`src/include/afs_regs.svh`:
```
/*
  Constants of the serial register port: register addresses, command and
  status field positions, reset values and bit counts.
  Assumes inclusion by bare name from the package and the design files.
*/
`ifndef AFS_REGS_SVH
`define AFS_REGS_SVH
// Summary of operation
// - Sample data in on rising clock edges, drive data out on falling edges.
// - A transaction spans chip select low; nothing carries into the next one.
// - Chip select high: data out released, clock and data in ignored; a write byte ending in the first cs-high sample is still stored.
// - First byte is the command byte; every later byte is data.
// - Command holds chip address, register address and direction bit.
// - Only a matching chip address responds; default chip address is 00.
// - Read of an undefined address returns zeros on every byte.
// - Write to an undefined address changes nothing, address stays.
// - First read byte from commanded address; later ones per loop field.
// - Write auto-increment steps address, wrapping from map end to 0x06.
// - Without auto-increment every written byte goes to one address.
// - Writes to read-only registers leave them unchanged.
// - Data out stays released during a write transaction.
// - Channel result is 16 or 24 bits per width setting.
// - With clock idling high, a leading falling edge is accepted.
// - Data-ready output pulses when new channel data arrives.
// - Hardware reset pin returns every register to its default.
// - Loop field: same address, group, type, or whole map.
// - A 16-bit channel's low byte is skipped in sequential reads.
// - Hardware reset low: writes ignored, serial and ready outputs released.

// Command byte and bit counting
`define AFS_CHIP_DEFAULT 2'h0
`define AFS_BIT_LAST 3'h7
`define AFS_CMD_RW 0
`define AFS_CMD_CHIP_HI 7
`define AFS_CMD_CHIP_LO 6
`define AFS_CMD_REG_HI 5
`define AFS_CMD_REG_LO 1

// Register map addresses
`define AFS_A_CH0_MSB 5'h00
`define AFS_A_CH0_MID 5'h01
`define AFS_A_CH0_LSB 5'h02
`define AFS_A_CH1_MSB 5'h03
`define AFS_A_CH1_MID 5'h04
`define AFS_A_CH1_LSB 5'h05
`define AFS_A_WR_FIRST 5'h06
`define AFS_A_G2_END 5'h09
`define AFS_A_G3_FIRST 5'h0a
`define AFS_A_G3_END 5'h0d
`define AFS_A_G4_FIRST 5'h0e
`define AFS_A_G4_END 5'h13
`define AFS_A_G5_FIRST 5'h14
`define AFS_A_G5_END 5'h19
`define AFS_A_LAST 5'h1a
`define AFS_A_STAT 5'h0c

// Communication status register fields and reset value
`define AFS_STAT_RST 8'hb8
`define AFS_STAT_RD_HI 7
`define AFS_STAT_RD_LO 6
`define AFS_STAT_WR_INC 5
`define AFS_STAT_WID_HI 4
`define AFS_STAT_WID_LO 3
`define AFS_STAT_DR_DRIVE 2
`define AFS_WID_BOTH24 2'h3
`define AFS_WID_BOTH16 2'h0

// Synchroniser reset: cs high, sck low, sdi low, reset pin high
`define AFS_SYNC_RST 4'h9
`endif

```
`src/include/afs_pkg.sv`:
```
/*
  Types of the serial register port: states, loop modes, core state.
  Assumes afs_regs.svh on the include path.
*/
package afs_pkg;
  // Transaction states, one-hot
  typedef enum logic [4:0] {
    AFS_ST_IDLE = 5'h01,
    AFS_ST_CMD = 5'h02,
    AFS_ST_RD = 5'h04,
    AFS_ST_WR = 5'h08,
    AFS_ST_SKIP = 5'h10
  } afs_state_t;
  // Read address loop modes
  typedef enum logic [1:0] {
    AFS_LP_SAME = 2'h0,
    AFS_LP_GROUP = 2'h1,
    AFS_LP_TYPE = 2'h2,
    AFS_LP_MAP = 2'h3
  } afs_loop_t;
  // Whole state of the port core
  typedef struct packed {
    afs_state_t st;
    logic [2:0] bitcnt;
    logic [7:0] rx_sr;
    logic [7:0] tx_sr;
    logic [4:0] addr;
    logic undef;
    logic [7:0] stat;
    logic [23:0] ch0;
    logic [23:0] ch1;
    logic sck_q;
    logic dr_n;
    logic we;
    logic [4:0] waddr;
    logic [7:0] wdata;
  } afs_core_t;
endpackage

```
`src/include/afs_mem_if.sv`:
```
/*
  Write and read port between the port core and its register store.
  Assumes both ends run on the same clock.
*/
`timescale 1ns/1ps
interface afs_mem_if;
  logic we;
  logic [4:0] waddr;
  logic [7:0] wdata;
  logic [4:0] raddr;
  logic [7:0] rdata;
  modport ctl (output we, output waddr, output wdata, output raddr, input rdata);
  modport mem (input we, input waddr, input wdata, input raddr, output rdata);
endinterface

```
`src/core/afs_regmem.sv`:
```
/*
  Byte-wide register store with registered read data.
  Assumes the core keeps writes inside the writable range.
*/
`timescale 1ns/1ps
module afs_regmem #(
  parameter int DEPTH = 32
) (
  input wire logic ref_clk,
  input wire logic rst_n,
  input wire logic clr_n,
  afs_mem_if.mem mif
);
  typedef struct packed {
    logic [DEPTH-1:0][7:0] cells;
    logic [7:0] rdata;
  } afs_mem_t;
  afs_mem_t s_ff, nxt_s;

  // Write, registered read, clear to defaults
  always_comb begin
    nxt_s = s_ff;
    if (mif.we) begin
      nxt_s.cells[mif.waddr] = mif.wdata;
    end
    nxt_s.rdata = s_ff.cells[mif.raddr];
    if (!clr_n) begin
      nxt_s = '0;
    end
  end

  always_ff @(posedge ref_clk or negedge rst_n) begin
    if (!rst_n) begin
      s_ff <= '0;
    end else begin
      s_ff <= nxt_s;
    end
  end

  assign mif.rdata = s_ff.rdata;
endmodule

```
`src/core/afs_spi_port.sv`:
```
/*
  Serial register port of a two-channel converter front end: command
  decode, address counter with read loops and write increment, channel
  data latches, data-ready pulse and hardware reset handling.
  Assumes all serial pins and the reset pin are asynchronous to ref_clk,
  and channel data with its strobe arrives on ref_clk.
*/
`timescale 1ns/1ps
`include "afs_regs.svh"
module afs_spi_port #(
  parameter logic [1:0] CHIP_ADDR = `AFS_CHIP_DEFAULT
) (
  input wire logic ref_clk,
  input wire logic rstn,
  input wire logic hw_reset_n,
  input wire logic spi_cs_n,
  input wire logic spi_sck,
  input wire logic spi_sdi,
  output logic spi_sdo,
  output logic spi_sdo_oe,
  output logic conv_ready_pulse_n,
  output logic conv_ready_pulse_n_oe,
  input wire logic [23:0] ch0_data,
  input wire logic [23:0] ch1_data,
  input wire logic ch_data_new,
  output afs_pkg::afs_state_t link_state
);
  import afs_pkg::*;

  // ----------------------------------------------------------------
  // Declarations
  // ----------------------------------------------------------------
  localparam afs_core_t CORE_RST = '{
    st: AFS_ST_IDLE,
    stat: `AFS_STAT_RST,
    dr_n: 1'b1,
    default: '0
  };

  afs_core_t s_ff, nxt_s;
  logic rst_n_meta_ff;
  logic rst_n_sync_ff;
  logic [3:0] pins_s;
  logic cs_s;
  logic sck_s;
  logic sdi_s;
  logic hw_s;
  logic sck_rise;
  logic sck_fall;
  logic [7:0] rx_byte;
  logic [7:0] rd_byte;
  logic byte_done;
  logic wr_done;
  logic rd_load;
  logic inc_on;
  logic w0_16;
  logic w1_16;
  afs_loop_t loop_sel;

  afs_mem_if mif ();

  // ----------------------------------------------------------------
  // Reset release and pin synchronisers
  // ----------------------------------------------------------------
  // Reset released through two flops
  always_ff @(posedge ref_clk or negedge rstn) begin
    if (!rstn) begin
      rst_n_meta_ff <= 1'b0;
      rst_n_sync_ff <= 1'b0;
    end else begin
      rst_n_meta_ff <= 1'b1;
      rst_n_sync_ff <= rst_n_meta_ff;
    end
  end

  afs_sync #(
    .W(4),
    .RST(`AFS_SYNC_RST)
  ) u_sync (
    .ref_clk(ref_clk),
    .rst_n(rst_n_sync_ff),
    .d({spi_cs_n, spi_sck, spi_sdi, hw_reset_n}),
    .q(pins_s)
  );

  assign cs_s = pins_s[3];
  assign sck_s = pins_s[2];
  assign sdi_s = pins_s[1];
  assign hw_s = pins_s[0];

  // ----------------------------------------------------------------
  // Register store
  // ----------------------------------------------------------------
  afs_regmem #(
    .DEPTH(32)
  ) u_mem (
    .ref_clk(ref_clk),
    .rst_n(rst_n_sync_ff),
    .clr_n(hw_s),
    .mif(mif)
  );

  assign mif.we = s_ff.we;
  assign mif.waddr = s_ff.waddr;
  assign mif.wdata = s_ff.wdata;
  assign mif.raddr = s_ff.addr;

  // ----------------------------------------------------------------
  // Read address sequencing
  // ----------------------------------------------------------------
  // Next read address for the loop mode, skipping 16-bit low bytes
  function automatic logic [4:0] next_rd(
    input logic [4:0] a,
    input afs_loop_t lp,
    input logic n0,
    input logic n1
  );
    logic [4:0] lo;
    logic [4:0] hi;
    logic [4:0] nx;
    nx = 5'(a + 5'h01);
    if (n0 && nx == `AFS_A_CH0_LSB) begin
      nx = `AFS_A_CH1_MSB;
    end
    if (n1 && nx == `AFS_A_CH1_LSB) begin
      nx = `AFS_A_WR_FIRST;
    end
    lo = `AFS_A_CH0_MSB;
    hi = `AFS_A_LAST;
    case (lp)
      AFS_LP_SAME: begin
        lo = a;
        hi = a;
      end
      AFS_LP_GROUP: begin
        if (a <= `AFS_A_CH0_LSB) begin
          lo = `AFS_A_CH0_MSB;
          hi = `AFS_A_CH0_LSB;
        end else if (a <= `AFS_A_CH1_LSB) begin
          lo = `AFS_A_CH1_MSB;
          hi = `AFS_A_CH1_LSB;
        end else if (a <= `AFS_A_G2_END) begin
          lo = `AFS_A_WR_FIRST;
          hi = `AFS_A_G2_END;
        end else if (a <= `AFS_A_G3_END) begin
          lo = `AFS_A_G3_FIRST;
          hi = `AFS_A_G3_END;
        end else if (a <= `AFS_A_G4_END) begin
          lo = `AFS_A_G4_FIRST;
          hi = `AFS_A_G4_END;
        end else if (a <= `AFS_A_G5_END) begin
          lo = `AFS_A_G5_FIRST;
          hi = `AFS_A_G5_END;
        end else begin
          lo = `AFS_A_LAST;
          hi = `AFS_A_LAST;
        end
      end
      AFS_LP_TYPE: begin
        if (a < `AFS_A_WR_FIRST) begin
          lo = `AFS_A_CH0_MSB;
          hi = `AFS_A_CH1_LSB;
        end else begin
          lo = `AFS_A_WR_FIRST;
          hi = `AFS_A_LAST;
        end
      end
      default: begin
        lo = `AFS_A_CH0_MSB;
        hi = `AFS_A_LAST;
      end
    endcase
    return (nx > hi) ? lo : nx;
  endfunction

  // ----------------------------------------------------------------
  // Decoded conditions
  // ----------------------------------------------------------------
  // Edges of the sampled serial clock
  assign sck_rise = sck_s && !s_ff.sck_q;
  assign sck_fall = !sck_s && s_ff.sck_q;

  // Incoming byte, MSB first
  assign rx_byte = {s_ff.rx_sr[6:0], sdi_s};
  assign byte_done = sck_rise && s_ff.bitcnt == `AFS_BIT_LAST;
  assign wr_done = s_ff.st == AFS_ST_WR && byte_done && !cs_s && hw_s;
  assign rd_load = s_ff.st == AFS_ST_RD && sck_fall && s_ff.bitcnt == 3'h0;

  // Loop, increment and width settings
  assign loop_sel = afs_loop_t'(s_ff.stat[`AFS_STAT_RD_HI:`AFS_STAT_RD_LO]);
  assign inc_on = s_ff.stat[`AFS_STAT_WR_INC];
  assign w1_16 = s_ff.stat[`AFS_STAT_WID_HI:`AFS_STAT_WID_LO] != `AFS_WID_BOTH24;
  assign w0_16 = s_ff.stat[`AFS_STAT_WID_HI:`AFS_STAT_WID_LO] == `AFS_WID_BOTH16;

  // Byte presented for the current read address
  always_comb begin
    case (s_ff.addr)
      `AFS_A_CH0_MSB: rd_byte = s_ff.ch0[23:16];
      `AFS_A_CH0_MID: rd_byte = s_ff.ch0[15:8];
      `AFS_A_CH0_LSB: rd_byte = s_ff.ch0[7:0];
      `AFS_A_CH1_MSB: rd_byte = s_ff.ch1[23:16];
      `AFS_A_CH1_MID: rd_byte = s_ff.ch1[15:8];
      `AFS_A_CH1_LSB: rd_byte = s_ff.ch1[7:0];
      `AFS_A_STAT: rd_byte = s_ff.stat;
      default: rd_byte = mif.rdata;
    endcase
    if (s_ff.undef) begin
      rd_byte = 8'h00;
    end
  end

  // ----------------------------------------------------------------
  // Transaction engine
  // ----------------------------------------------------------------
  // Next state of the whole core
  always_comb begin
    nxt_s = s_ff;
    nxt_s.sck_q = sck_s;
    nxt_s.we = 1'b0;
    nxt_s.dr_n = !ch_data_new;
    if (ch_data_new) begin
      nxt_s.ch0 = ch0_data;
      nxt_s.ch1 = ch1_data;
    end
    case (s_ff.st)
      AFS_ST_IDLE: begin
        if (!cs_s) begin
          nxt_s.st = AFS_ST_CMD;
          nxt_s.bitcnt = 3'h0;
        end
      end
      AFS_ST_CMD: begin
        // A leading falling edge is simply not counted
        if (sck_rise) begin
          nxt_s.rx_sr = rx_byte;
          nxt_s.bitcnt = 3'(s_ff.bitcnt + 3'h1);
          if (byte_done) begin
            nxt_s.addr = rx_byte[`AFS_CMD_REG_HI:`AFS_CMD_REG_LO];
            nxt_s.undef = rx_byte[`AFS_CMD_REG_HI:`AFS_CMD_REG_LO] > `AFS_A_LAST;
            if (rx_byte[`AFS_CMD_CHIP_HI:`AFS_CMD_CHIP_LO] != CHIP_ADDR) begin
              nxt_s.st = AFS_ST_SKIP;
            end else if (rx_byte[`AFS_CMD_RW]) begin
              nxt_s.st = AFS_ST_RD;
            end else begin
              nxt_s.st = AFS_ST_WR;
            end
          end
        end
      end
      AFS_ST_RD: begin
        if (sck_rise) begin
          nxt_s.bitcnt = 3'(s_ff.bitcnt + 3'h1);
          if (byte_done) begin
            nxt_s.addr = next_rd(s_ff.addr, loop_sel, w0_16, w1_16);
          end
        end
        // Output shifts on falling edges, new byte at bit zero
        if (rd_load) begin
          nxt_s.tx_sr = rd_byte;
        end else if (sck_fall) begin
          nxt_s.tx_sr = {s_ff.tx_sr[6:0], 1'b0};
        end
      end
      AFS_ST_WR: begin
        if (sck_rise) begin
          nxt_s.rx_sr = rx_byte;
          nxt_s.bitcnt = 3'(s_ff.bitcnt + 3'h1);
        end
        if (byte_done && !s_ff.undef) begin
          nxt_s.we = s_ff.addr >= `AFS_A_WR_FIRST;
          nxt_s.waddr = s_ff.addr;
          nxt_s.wdata = rx_byte;
          if (s_ff.addr == `AFS_A_STAT) begin
            nxt_s.stat = rx_byte;
          end
          if (inc_on && s_ff.addr == `AFS_A_LAST) begin
            nxt_s.addr = `AFS_A_WR_FIRST;
          end else if (inc_on) begin
            nxt_s.addr = 5'(s_ff.addr + 5'h01);
          end
        end
      end
      AFS_ST_SKIP: begin
        nxt_s.st = AFS_ST_SKIP;
      end
      default: begin
        nxt_s = CORE_RST;
      end
    endcase
    // Chip select high ends any transaction
    if (cs_s) begin
      nxt_s.st = AFS_ST_IDLE;
      nxt_s.bitcnt = 3'h0;
      nxt_s.undef = 1'b0;
    end
    // Reset pin restores every default
    if (!hw_s) begin
      nxt_s = CORE_RST;
    end
  end

  always_ff @(posedge ref_clk or negedge rst_n_sync_ff) begin
    if (!rst_n_sync_ff) begin
      s_ff <= CORE_RST;
    end else begin
      s_ff <= nxt_s;
    end
  end

  // ----------------------------------------------------------------
  // Outputs
  // ----------------------------------------------------------------
  // Data out driven only while reading a selected device
  assign spi_sdo = s_ff.tx_sr[7];
  assign spi_sdo_oe = s_ff.st == AFS_ST_RD && !cs_s && hw_s;
  assign conv_ready_pulse_n = s_ff.dr_n;
  assign conv_ready_pulse_n_oe = hw_s && (!s_ff.dr_n || s_ff.stat[`AFS_STAT_DR_DRIVE]);
  assign link_state = s_ff.st;
endmodule

```
`src/core/afs_sync.sv`:
```
/*
  Two-flop synchroniser for pins from outside the clock domain.
  Assumes a synchronised active-low reset.
*/
`timescale 1ns/1ps
module afs_sync #(
  parameter int W = 1,
  parameter logic [W-1:0] RST = '0
) (
  input wire logic ref_clk,
  input wire logic rst_n,
  input wire logic [W-1:0] d,
  output logic [W-1:0] q
);
  typedef struct packed {
    logic [W-1:0] meta;
    logic [W-1:0] sync;
  } afs_sync_t;
  afs_sync_t s_ff, nxt_s;

  // First stage feeds only the second
  always_comb begin
    nxt_s.meta = d;
    nxt_s.sync = s_ff.meta;
  end

  always_ff @(posedge ref_clk or negedge rst_n) begin
    if (!rst_n) begin
      s_ff <= '{meta: RST, sync: RST};
    end else begin
      s_ff <= nxt_s;
    end
  end

  assign q = s_ff.sync;
endmodule

```
`config.mk`:
```
export PLATFORM = sky130hd
export DESIGN_NAME = afs_spi_port
export DESIGN_NICKNAME = d
export VERILOG_FILES = /design/src/include/afs_pkg.sv /design/src/include/afs_mem_if.sv /design/src/core/afs_regmem.sv /design/src/core/afs_spi_port.sv /design/src/core/afs_sync.sv
export VERILOG_INCLUDE_DIRS = /design/src /design/src/include
export SDC_FILE = /design/constraint.sdc
export NUM_CORES = 1
export LEC_CHECK = 0
export ABC_CLOCK_PERIOD_IN_PS = 30100
export BUFFER_PORTS_ARGS = -buffer_cell sky130_fd_sc_hd__clkbuf_2
export CORE_MARGIN = 4
export CORE_UTILIZATION = 60
export CTS_BUF_LIST = sky130_fd_sc_hd__clkbuf_4 sky130_fd_sc_hd__clkbuf_8 sky130_fd_sc_hd__clkbuf_16
export DETAILED_ROUTE_END_ITERATION = 8
export GPL_ROUTABILITY_DRIVEN = 0
export PLACE_DENSITY = 0.82
export SYNTH_ARGS = -nofsm -noshare
export SYNTH_HDL_FRONTEND = slang
export SYNTH_SLANG_ARGS = --single-unit
```
`constraint.sdc`:
```
create_clock -name ref_clk -period 30.1 [get_ports ref_clk]
set_clock_uncertainty 0.15 [all_clocks]
set_input_delay 1.505 -clock ref_clk [delete_from_list [all_inputs] [get_ports ref_clk]]
set_output_delay 1.505 -clock ref_clk [all_outputs]
set_load 0.01 [all_outputs]
```
==> flow_metrics.tcl, run 1 <==
set metrics [dict create \
    clk_latency_ns 0.54 \
    seq_power_share_pct 48.9 \
    clockBufferDepth 3 \
    leakagePower_uw 0.009065 \
    clk_pin_slew_worst_paths_ns 0.06 \
    clock.fmax_mhz 191.9 \
    viasPerCell 6.514 \
    period_minus_slack_ns 5.211 \
    area_delta_synth_final_pct 8.967 \
    cts_hold_buf 0 \
    core_area_sq_mm 0.03083 \
    rows 64 \
    grt_max_degree 107 \
    synth_cells 1730 \
    rr_worst_depth 15 \
    rsz0062_at_grt "no" \
    cts.sinks 375 \
    reg2reg_from "mif.raddr[1]" \
    async_reset_ff_share_pct 100.0 \
    die_w_microns 185.5 \
    synth_seq_cells 375 \
    cts-root-buf "clkbuf_16" \
    dpl.cell_count 2065 \
    post-route-period-util_pct 17.31 \
    cp-startpoint "mif.raddr[1]" \
    finalHoldViolCount 0 \
    switchingPower_uw 239.7 \
    grt_pass1_vias 14180 \
    switching_share_pct 22.67 \
    groute.layer.met2.usage_pct 44.40 \
    numCtsBuffers 40 \
    cts_tree "built" \
    post_cts_buffers 0 \
    max_slew_margin_pct 25.38 \
    synthAdderAreaFrac_pct 1.191 \
    synthFlopType "dfrtp_1" \
    max_cap_violations 0 \
    synth_compound_area_share_pct 7.981 \
    drive_gt1_share_pct 17.58 \
    vias 13920 \
    busiest_layer "met2" \
    ant_nets 0 \
    critPathKind "reg -> reg" \
    grt_pass1_wl_microns 76880 \
    synth-xor-area-share_pct 0.3640 \
    synth_top_family_by_area "multiplexers" \
    met3_usage_pct 5.491 \
    end_kind "flop" \
    fp.dieH_microns 185.5 \
    portBuffers 63 \
    hold_class "reg -> reg" \
    netlist_area_sq_mm 0.01891 \
    place_ws_ns 24.98 \
    remaining_drc_errors 0 \
    ios 64 \
    dr.pass1.iters 5 \
    synth-simple-area-share_pct 14.40 \
    met1_usage_pct 38.86 \
    cp-endpoint "mif.raddr[0]" \
    cp.required_ns 30.39 \
    drt-initial-drc-count 1765 \
    synth.avg_cell_area_sq_um 10.93 \
    syn_nets 1803 \
    path_max_fanout 21 \
    power_density_mw_per_mm2 51.32 \
    p_clk_share_pct 46.2 \
    worst_pin_slew_ns 1.119 \
    finalSetupViolCount 0 \
    instances_no_fill 2137 \
    route.detailed.wl_per_inst_microns 21.91 \
    grt.total_usage_pct 27.90 \
    dp_hpwl_microns 29060 \
    ys_types 70 \
    synth_edf_count 0 \
    n_antenna_cell 0 \
    rr_endpoint "mif.raddr[0]" \
    antenna_found_initial 0 \
    ys_warn_count 0 \
    overflow 0 \
    nets 1784 \
    pwr-share-comb_pct 4.8 \
    drt-total-wl_microns 46830 \
    intPower_uw 817.5 \
    vdd_drop_max_mv 0.03283 \
    h-tree-depth 2 \
    ys_seq_area_share_pct 49.70 \
    power.total_uw 1057 \
    dieArea_sq_mm 0.03442 \
    worst_setup_path_start_kind "flop" \
    initial_core_util_pct 61.33 \
    muxShareOfSynthArea_pct 22.22 \
    crit_arrival_ns 5.50 \
    cts_resized 0 \
    setup_ws_ns 24.89 \
    maxSlewViolCount 0 \
    ff2ff_setup_slack_ns 24.89 \
    outcome "finished clean" \
    setup_tns_ns 0 \
]
[cell usage after synthesis (11+ instances only)]
master | count | share of area, %
nor2_2 | 14 | 0.46
clkbuf_1 | 96 | 1.9
ha_1 | 18 | 1.2
a22o_1 | 18 | 0.83
o21ai_0 | 17 | 0.45
mux2i_1 | 233 | 12
a221oi_1 | 14 | 0.65
and3_1 | 14 | 0.46
buf_4 | 11 | 0.44
mux4_2 | 79 | 9.4
inv_1 | 20 | 0.40
nand3_1 | 106 | 2.8
dfrtp_1 | 365 | 48
a21oi_1 | 115 | 3.0
buf_2 | 31 | 0.82
nand2_1 | 153 | 3.0
nor2_1 | 251 | 5.0
[through the flow]
step           area [sq um]  util [%]  hold WS (ns)
2_1_floorplan         18910         -        0.1812
3_3_place_gp          19270     62.52        0.1834
3_5_place_dp          19270     62.52        0.1881
4_1_cts               20600     66.83        0.2013
5_1_grt               20600     66.83        0.2126
6_report              20600     66.83        0.1991
[power by group through the flow]
stage	Clock [uW]	Combinational, uW	Sequential [uW]
after floorplan	0	34.4	528
after global placement	0	49.3	526
after global routing	517	56.6	518
final	489	50.8	518
after detailed placement	0	50.6	527
after CTS	494	50.9	518
[kinds of logic after synthesis]
logic type	Yosys count
AO/OA/AOI/OAI	230
adder cells (fa/ha/maj)	18
AND/OR/NAND/NOR	607
other	1
multiplexers	320
XOR/XNOR	7
buffers and inverters	172
flip-flops	375
[critical path, stage by stage, from the launching register on]
cell,delay (ns)
dfrtp_1,0.59
inv_2,0.57
ha_1,0.58
o21ba_2,0.24
or2_2,0.32
a21o_1,0.19
nand2_1,0.06
a31oi_1,0.10
a2111oi_0,0.46
ha_1,0.35
nor2b_1,0.14
o21a_1,0.18
o31a_1,0.30
a311oi_4,0.48
nand3_1,0.20
o22ai_1,0.20
[layout make-up]
cell class	count	area [sq um]
tap	396	495.5
clock inverter	8	47.55
multi-input combinational	1183	8766
sequential	375	9409
clock buffer	64	1280
timing repair buffer	90	518.0
inverter	21	86.33
fill	2129	10230
[registers in the layout (all words and copies together), names as in the netlist, 2 cells and up]
register	flops
mif.waddr	5
mif.wdata	8
u_mem.s_ff	256
s_ff	65
rx_byte	7
u_sync.nxt_s	4
loop_sel	2
mif.raddr	5
u_sync.q	4
u_mem.mif.rdata	8
link_state	5
[routing by layer]
| layer | wire [microns] | vias to the layer above |
|---|---|---|
| li1 | - | 6069 |
| met1 | 18860 | 7005 |
| met5 | 0 | - |
| met4 | 1583 | 0 |
| met2 | 22510 | 733 |
| met3 | 3874 | 114 |
[worst min path at each step]
stage,startpoint,endpoint,slack (ns),depth (start not counted)
global route,u_sync.nxt_s[2],u_sync.q[2],0.21,0
global placement,rst_n_meta_ff,rst_n_sync_ff,0.18,0
detailed placement,rst_n_meta_ff,rst_n_sync_ff,0.19,0
floorplan,rst_n_meta_ff,rst_n_sync_ff,0.18,0
finish,rst_n_meta_ff,rst_n_sync_ff,0.20,0
CTS,rst_n_meta_ff,rst_n_sync_ff,0.20,0
[layout by cell type (no fill, tap or decap), drive strengths merged, types with 4 or more instances in the layout]
master and n:
a211oi 8, a21oi 115, a221o 4, a221oi 14, a22o 18, a22oi 10, a31oi 7, and2 10
and3 14, buf 27, clkbuf 127, clkinv 6, dfrtp 365, dfstp 10, ha 18, inv 23
mux2 8, mux2i 233, mux4 79, nand2 155, nand3 106, nand3b 4, nor2 269, nor2b 7
nor3 10, nor3b 8, nor4 4, nor4b 4, o21ai 18, o21bai 7, o31ai 7, or2 5
xnor2 4
(Power assumes the default switching activity.)
==> run 2, diff against run 1 <==
--- a/config.mk
+++ b/config.mk
@@ -6,14 +6,15 @@
 export SDC_FILE = /design/constraint.sdc
 export NUM_CORES = 1
 export LEC_CHECK = 0
-export ABC_CLOCK_PERIOD_IN_PS = 30100
+export ABC_AREA = 1
+export ABC_CLOCK_PERIOD_IN_PS = 5450
 export BUFFER_PORTS_ARGS = -buffer_cell sky130_fd_sc_hd__clkbuf_2
 export CORE_MARGIN = 4
 export CORE_UTILIZATION = 60
 export CTS_BUF_LIST = sky130_fd_sc_hd__clkbuf_4 sky130_fd_sc_hd__clkbuf_8 sky130_fd_sc_hd__clkbuf_16
 export DETAILED_ROUTE_END_ITERATION = 8
 export GPL_ROUTABILITY_DRIVEN = 0
-export PLACE_DENSITY = 0.82
+export PLACE_DENSITY = 0.83
 export SYNTH_ARGS = -nofsm -noshare
 export SYNTH_HDL_FRONTEND = slang
 export SYNTH_SLANG_ARGS = --single-unit
==> constraint.sdc (replaced) <==
create_clock -name ref_clk -period 5.45 [get_ports ref_clk]
set_clock_uncertainty 0.15 [all_clocks]
set_input_delay 0.2725 -clock ref_clk [delete_from_list [all_inputs] [get_ports ref_clk]]
set_output_delay 0.2725 -clock ref_clk [all_outputs]
set_load 0.01 [all_outputs]
==> flow_metrics.tcl, run 2 <==
set metrics [dict create \
    synthFlopType "dfrtp_1" \
    grt_max_degree 140 \
    hold_end "s_ff[30]" \
    power.total_uw 5875 \
    cts.sinks 375 \
    portBuffers 63 \
    netlist_area_sq_mm 0.01806 \
    yosysTopAreaCellShare_pct 50.57 \
    synth.avg_cell_area_sq_um 8.448 \
    crit_arrival_ns 4.47 \
    yosys-top-cells-count "nand2_1 (453), dfrtp_1 (365), inv_1 (231)" \
    synth_seq_cells 375 \
    ant_nets 0 \
    end_kind "flop" \
    cts-root-buf "clkbuf_16" \
    post_cts_buffers 0 \
    route.detailed.wl_per_inst_microns 19.79 \
    reg2reg_from "mif.raddr[0]" \
    ys_warn_count 0 \
    layout_commonest_cell "nand2_1" \
    critPathKind "reg -> reg" \
    drt-initial-drc-count 2131 \
    fp.dieH_microns 181.5 \
    hold_depth 4 \
    top_register "u_mem.s_ff" \
    rr_worst_depth 20 \
    rows 63 \
    nets 2272 \
    max_stage_delay_ns 0.74 \
    hold_class "in -> reg" \
    grt.total_usage_pct 30.99 \
    power_density_mw_per_mm2 287.2 \
    overflow 0 \
    dr.pass1.iters 7 \
    vias 16410 \
    die_w_microns 181.5 \
    hold_start "ch_data_new" \
    synth.area.top_cells "dfrtp_1 (51%), nand2_1 (9.4%), o21ai_0 (5.8%), inv_1 (4.8%), o22ai_1 (4.7%)" \
    synth.largest_area_cell "dfrtp_1" \
    rsz0062_at_grt "no" \
    drive_gt1_share_pct 10.11 \
    maxSlewViolCount 0 \
    clockBufferDepth 3 \
    cp.required_ns 5.78 \
    path_max_fanout 105 \
    leakagePower_uw 0.009309 \
    finalSetupViolCount 0 \
    max_cap_violations 0 \
    async_reset_ff_share_pct 100.0 \
    initial_core_util_pct 60.94 \
    worst-path-buf-inv 2 \
    whs_ns 0.01341 \
    viasPerCell 6.269 \
    final_cell_mix "nand2_1 (447), dfrtp_1 (363), inv_1 (231)" \
    drt-total-wl_microns 51810 \
    post-route-period-util_pct 75.92 \
    yosysMostFrequentCell "nand2_1" \
    finalHoldViolCount 0 \
    ff2ff_setup_slack_ns 1.31 \
    rr_endpoint "mif.raddr[4]" \
    clk_latency_ns 0.54 \
    cts_hold_buf 72 \
    cts_tree "built" \
    cts_resized 0 \
    top_regs "u_mem.s_ff: 256 flops, s_ff: 65 flops" \
    cp_common_cell "nand2_1" \
    ios 64 \
    clk_pin_slew_worst_paths_ns 0.06 \
    synth_edf_count 0 \
    outcome "finished clean" \
    worst_pin_slew_ns 1.229 \
    synth_cells 2138 \
    ys_seq_area_share_pct 52.02 \
    ys_types 45 \
    grt_pass1_wl_microns 83550 \
    critPathTopFamily "simple AND/OR/NAND/NOR gates" \
    crit_chain "buf_4 > ha_1 > inv_1 > nor2_1 > nand2_2 > o21ai_0 > o21ai_0 > o211ai_1 > nand2_1 > ha_1 > nand2_1 > nor2_1 > nand2_1 > nand3_1 > nand2_1 > nand2_1 > nand2_1 > nor2_1 > nand2_1 > nand2_1" \
    core_area_sq_mm 0.02964 \
    clock.fmax_mhz 241.7 \
    crit_slowest_cell "buf_4" \
    setup_tns_ns 0 \
    dp_hpwl_microns 30490 \
    max_slew_margin_pct 18.05 \
    dieArea_sq_mm 0.03294 \
    numCtsBuffers 39 \
    largest_reg_flops 256 \
    h-tree-depth 2 \
    area_delta_synth_final_pct 13.24 \
    syn_nets 2211 \
    period_minus_slack_ns 4.138 \
    remaining_drc_errors 0 \
    fillers 2231 \
    worst_setup_path_start_kind "flop" \
    grt_pass1_vias 15750 \
    vdd_drop_max_mv 0.1782 \
    antenna_found_initial 2 \
]
==> run 2: worst min-delay path, stage by stage <==
cell and delay [ns]:
clkbuf_2 0.12, nor2_4 0.12, nand2_1 0.08, nand2_1 0.05
==> run 2: how the worst max path moves through the flow <==
| stage | slack [ns] | startpoint | cells after the start | endpoint |
|---|---|---|---|---|
| finish | 1.31 | mif.raddr[0] | 20 | mif.raddr[4] |
| floorplan | 1.61 | rst_n_sync_ff | 0 | link_state[1] |
| CTS | 1.43 | mif.raddr[0] | 20 | mif.raddr[3] |
| global route | 0.97 | mif.raddr[0] | 20 | mif.raddr[2] |
| global placement | 1.70 | mif.raddr[0] | 21 | mif.raddr[0] |
| detailed placement | 1.46 | mif.raddr[0] | 20 | mif.raddr[4] |
==> run 2: kinds of logic after synthesis <==
logic type      Yosys count  share of synthesized area [%]
compound gates          564                          18.11
fa+ha+maj                18                          1.247
flops                   375                          52.02
other cells               1                        0.02076
buf+inv                 366                          8.347
simple gates            814                          20.25
==> run 2: power by group <==
group / total, uW / switching (uW) / leakage, uW / internal (uW)
logic: 280 / 186 / 0.00349 / 93.8
clock network: 2740 / 1120 / 0.000657 / 1620
registers: 2860 / 35.8 / 0.00516 / 2820
total: 5870 / 1340 / 0.00931 / 4530
==> run 2: final cells by class <==
type | instances | area, sq um | share of cell area [%]
inverters | 240 | 903.4 | 4.416
diodes | 2 | 5.005 | 0.02447
repair buffers | 146 | 1156 | 5.652
flip-flops and latches | 375 | 9408 | 45.99
clock buffers | 58 | 1199 | 5.860
well taps | 390 | 488.0 | 2.386
clock inverters | 10 | 120.1 | 0.5872
multi-input cells | 1397 | 7176 | 35.08
==> run 2: metrics by stage <==
step	setup WS (ns)	instance area, sq um	utilization, %	instances
final	1.312	20450	69.01	2618
after global routing	0.9675	20450	69.01	2618
after CTS	1.427	20450	69.00	2616
after detailed placement	1.464	18410	62.12	2476
after global placement	1.703	18410	62.12	2476
after floorplan	1.612	18070	-	2138
==> run 2: routing by layer <==
layer	track usage (%)	vias to the layer above	part of all wire, %
li1	-	7330	-
met3	6.030	187	9.9
met5	0	-	0.025
met1	42.49	7912	39
met2	48.77	980	47
met4	13.30	2	4.6
==> run 3, diff against run 2 <==
--- a/config.mk
+++ b/config.mk
@@ -7,14 +7,14 @@
 export NUM_CORES = 1
 export LEC_CHECK = 0
 export ABC_AREA = 1
-export ABC_CLOCK_PERIOD_IN_PS = 5450
+export ABC_CLOCK_PERIOD_IN_PS = 3500
 export BUFFER_PORTS_ARGS = -buffer_cell sky130_fd_sc_hd__clkbuf_2
 export CORE_MARGIN = 4
-export CORE_UTILIZATION = 60
+export CORE_UTILIZATION = 56
 export CTS_BUF_LIST = sky130_fd_sc_hd__clkbuf_4 sky130_fd_sc_hd__clkbuf_8 sky130_fd_sc_hd__clkbuf_16
 export DETAILED_ROUTE_END_ITERATION = 8
 export GPL_ROUTABILITY_DRIVEN = 0
-export PLACE_DENSITY = 0.83
+export PLACE_DENSITY = 0.81
 export SYNTH_ARGS = -nofsm -noshare
 export SYNTH_HDL_FRONTEND = slang
 export SYNTH_SLANG_ARGS = --single-unit
==> constraint.sdc (replaced) <==
create_clock -name ref_clk -period 3.5 [get_ports ref_clk]
set_clock_uncertainty 0.15 [all_clocks]
set_input_delay 0.175 -clock ref_clk [delete_from_list [all_inputs] [get_ports ref_clk]]
set_output_delay 0.175 -clock ref_clk [all_outputs]
set_load 0.01 [all_outputs]
==> flow_metrics.tcl, run 3 (synthesis results as in run 2) <==
set metrics [dict create \
    max_stage_delay_ns 0.55 \
    vias 16230 \
    max_slew_margin_pct 44.35 \
    stdcell_area_sq_mm 0.02087 \
    layout_commonest_cell "nand2_1" \
    remaining_drc_errors 1 \
    outcome "finished, violations left" \
    max_cap_violations 0 \
    top_regs "u_mem.s_ff: 256 flops, s_ff: 65 flops" \
    instances_no_fill 2673 \
    cts-root-buf "clkbuf_16" \
    cp_common_cell "nand2_1" \
    area_delta_synth_final_pct 15.54 \
    cts.sinks 375 \
    setup_tns_ns 0 \
    viasPerCell 6.073 \
    cp-startpoint "mif.raddr[0]" \
    numCtsBuffers 40 \
    dieArea_sq_mm 0.03519 \
    highest_layer "met4" \
    overflow 0 \
    core_area_sq_mm 0.03172 \
    reg2reg_from "mif.raddr[0]" \
    crit_slowest_cell "dfrtp_4" \
    crit_arrival_ns 3.56 \
    ff2ff_setup_slack_ns 0.21 \
    clk_latency_ns 0.53 \
    h-tree-depth 2 \
    crit_cells 20 \
    worst_setup_path_start_kind "flop" \
    n_antenna_cell 0 \
    hold_start "spi_sck" \
    period_minus_slack_ns 3.286 \
    place_ws_ns 0.2118 \
    end_kind "flop" \
    grt_pass1_vias 15790 \
    cp.required_ns 3.77 \
    ios 64 \
    path_max_fanout 13 \
    rr_endpoint "mif.raddr[1]" \
    dr_wl_met2_microns 23670 \
    clk_pin_slew_worst_paths_ns 0.06 \
    initial_core_util_pct 56.95 \
    grt_pass1_wl_microns 83330 \
    nets 2313 \
    whs_ns 0.1451 \
    violations "DRC" \
    drt-initial-drc-count 1892 \
    power_density_mw_per_mm2 443.2 \
    dr.pass1.iters 8 \
    drt-total-wl_microns 50920 \
    die_w_microns 187.6 \
    finalHoldViolCount 0 \
    portBuffers 63 \
    largest_reg_flops 256 \
    worst-path-buf-inv 1 \
    drive_gt1_share_pct 10.92 \
    post-route-period-util_pct 93.89 \
    wl_met1_microns 20650 \
    rr_worst_depth 20 \
    maxSlewViolCount 0 \
    critPathKind "reg -> reg" \
    dpl.cell_count 2508 \
    setup_ws_ns 0.2139 \
    wl_met3_microns 4733 \
    finalSetupViolCount 0 \
    worst_pin_slew_ns 0.8347 \
    vdd_drop_max_mv 0.3267 \
    dpl_cell_area_sq_mm 0.01859 \
    fillers 2392 \
    top_register "u_mem.s_ff" \
    critPathTopFamily "simple AND/OR/NAND/NOR gates" \
    grt_max_degree 213 \
    cts_tree "built" \
    final_cell_mix "nand2_1 (453), dfrtp_1 (363), inv_1 (230)" \
    antenna_found_initial 0 \
    hold_depth 2 \
    clock.fmax_mhz 304.3 \
    ant_nets 0 \
    route.detailed.wl_per_inst_microns 19.05 \
    dp_hpwl_microns 30650 \
    crit_chain "ha_1 > inv_1 > nor2_1 > nand2_2 > o21ai_0 > o21ai_0 > o211ai_1 > nand2_1 > ha_1 > nand2_1 > nor2_1 > nand2_1 > nand3_1 > nand2_1 > nor2_1 > nand2_1 > nand3_1 > nand2_1 > nand2_1 > nand2_1" \
    leakagePower_uw 0.009502 \
    rows 65 \
    hold_end "u_sync.nxt_s[2]" \
    fp.dieH_microns 187.6 \
    clockBufferDepth 3 \
    hold_class "in -> reg" \
    grt.total_usage_pct 28.66 \
]
## run 3: cell types whose count changed in the layout (fill, tap and decap cells not counted), sizes merged
| cell | delta |
|---|---|
| buf | +22 |
| dlygate4sd3 | +18 |
| clkinv | +5 |
| diode | -2 |
| bufinv | +1 |
| clkbuf | -1 |
## run 3: metrics by stage
| stage | utilization, % | total power [uW] |
|---|---|---|
| final | 65.79 | 9249 |
| after global routing | 65.79 | 9533 |
| after CTS | 65.73 | 9267 |
| after detailed placement | 58.60 | 4887 |
| after global placement | 58.60 | 4878 |
| after floorplan | - | 4760 |
## run 3: what timing repair did
action,in CTS,in global routing
setup endpoints to repair,0,5
setup buffers,0,2
hold endpoints to repair,55,0
hold buffers,90,0
resized for setup,0,2
## run 3: power by group
part	switching [uW]	total [uW]	internal [uW]
registers	47.1	4440	4390
clock network	1740	4350	2610
logic	298	461	164
## run 3: worst max path at each step
stage / end / slack [ns]
floorplan: link_state[1] / -0.34
global placement: mif.raddr[3] / 0.38
detailed placement: mif.raddr[1] / 0.21
CTS: mif.raddr[1] / 0.19
global route: mif.raddr[1] / -0.0006
finish: mif.raddr[1] / 0.21
## run 3: final cells by class
type	instances	area, sq um	share of cell area, %
tap	402	503.0	2.410
clock inverter	16	165.2	0.7914
timing repair buffer	186	1526	7.315
inverter	240	907.1	4.347
multi-input combinational	1397	7163	34.32
clock buffer	57	1196	5.732
sequential	375	9408	45.08
## run 3: routing by layer
metal / vias to the layer above / GRT usage (%)
met5: - / 0
li1: 7429 / -
met1: 7733 / 40.08
met4: 0 / 10.28
met2: 903 / 45.19
met3: 167 / 5.510
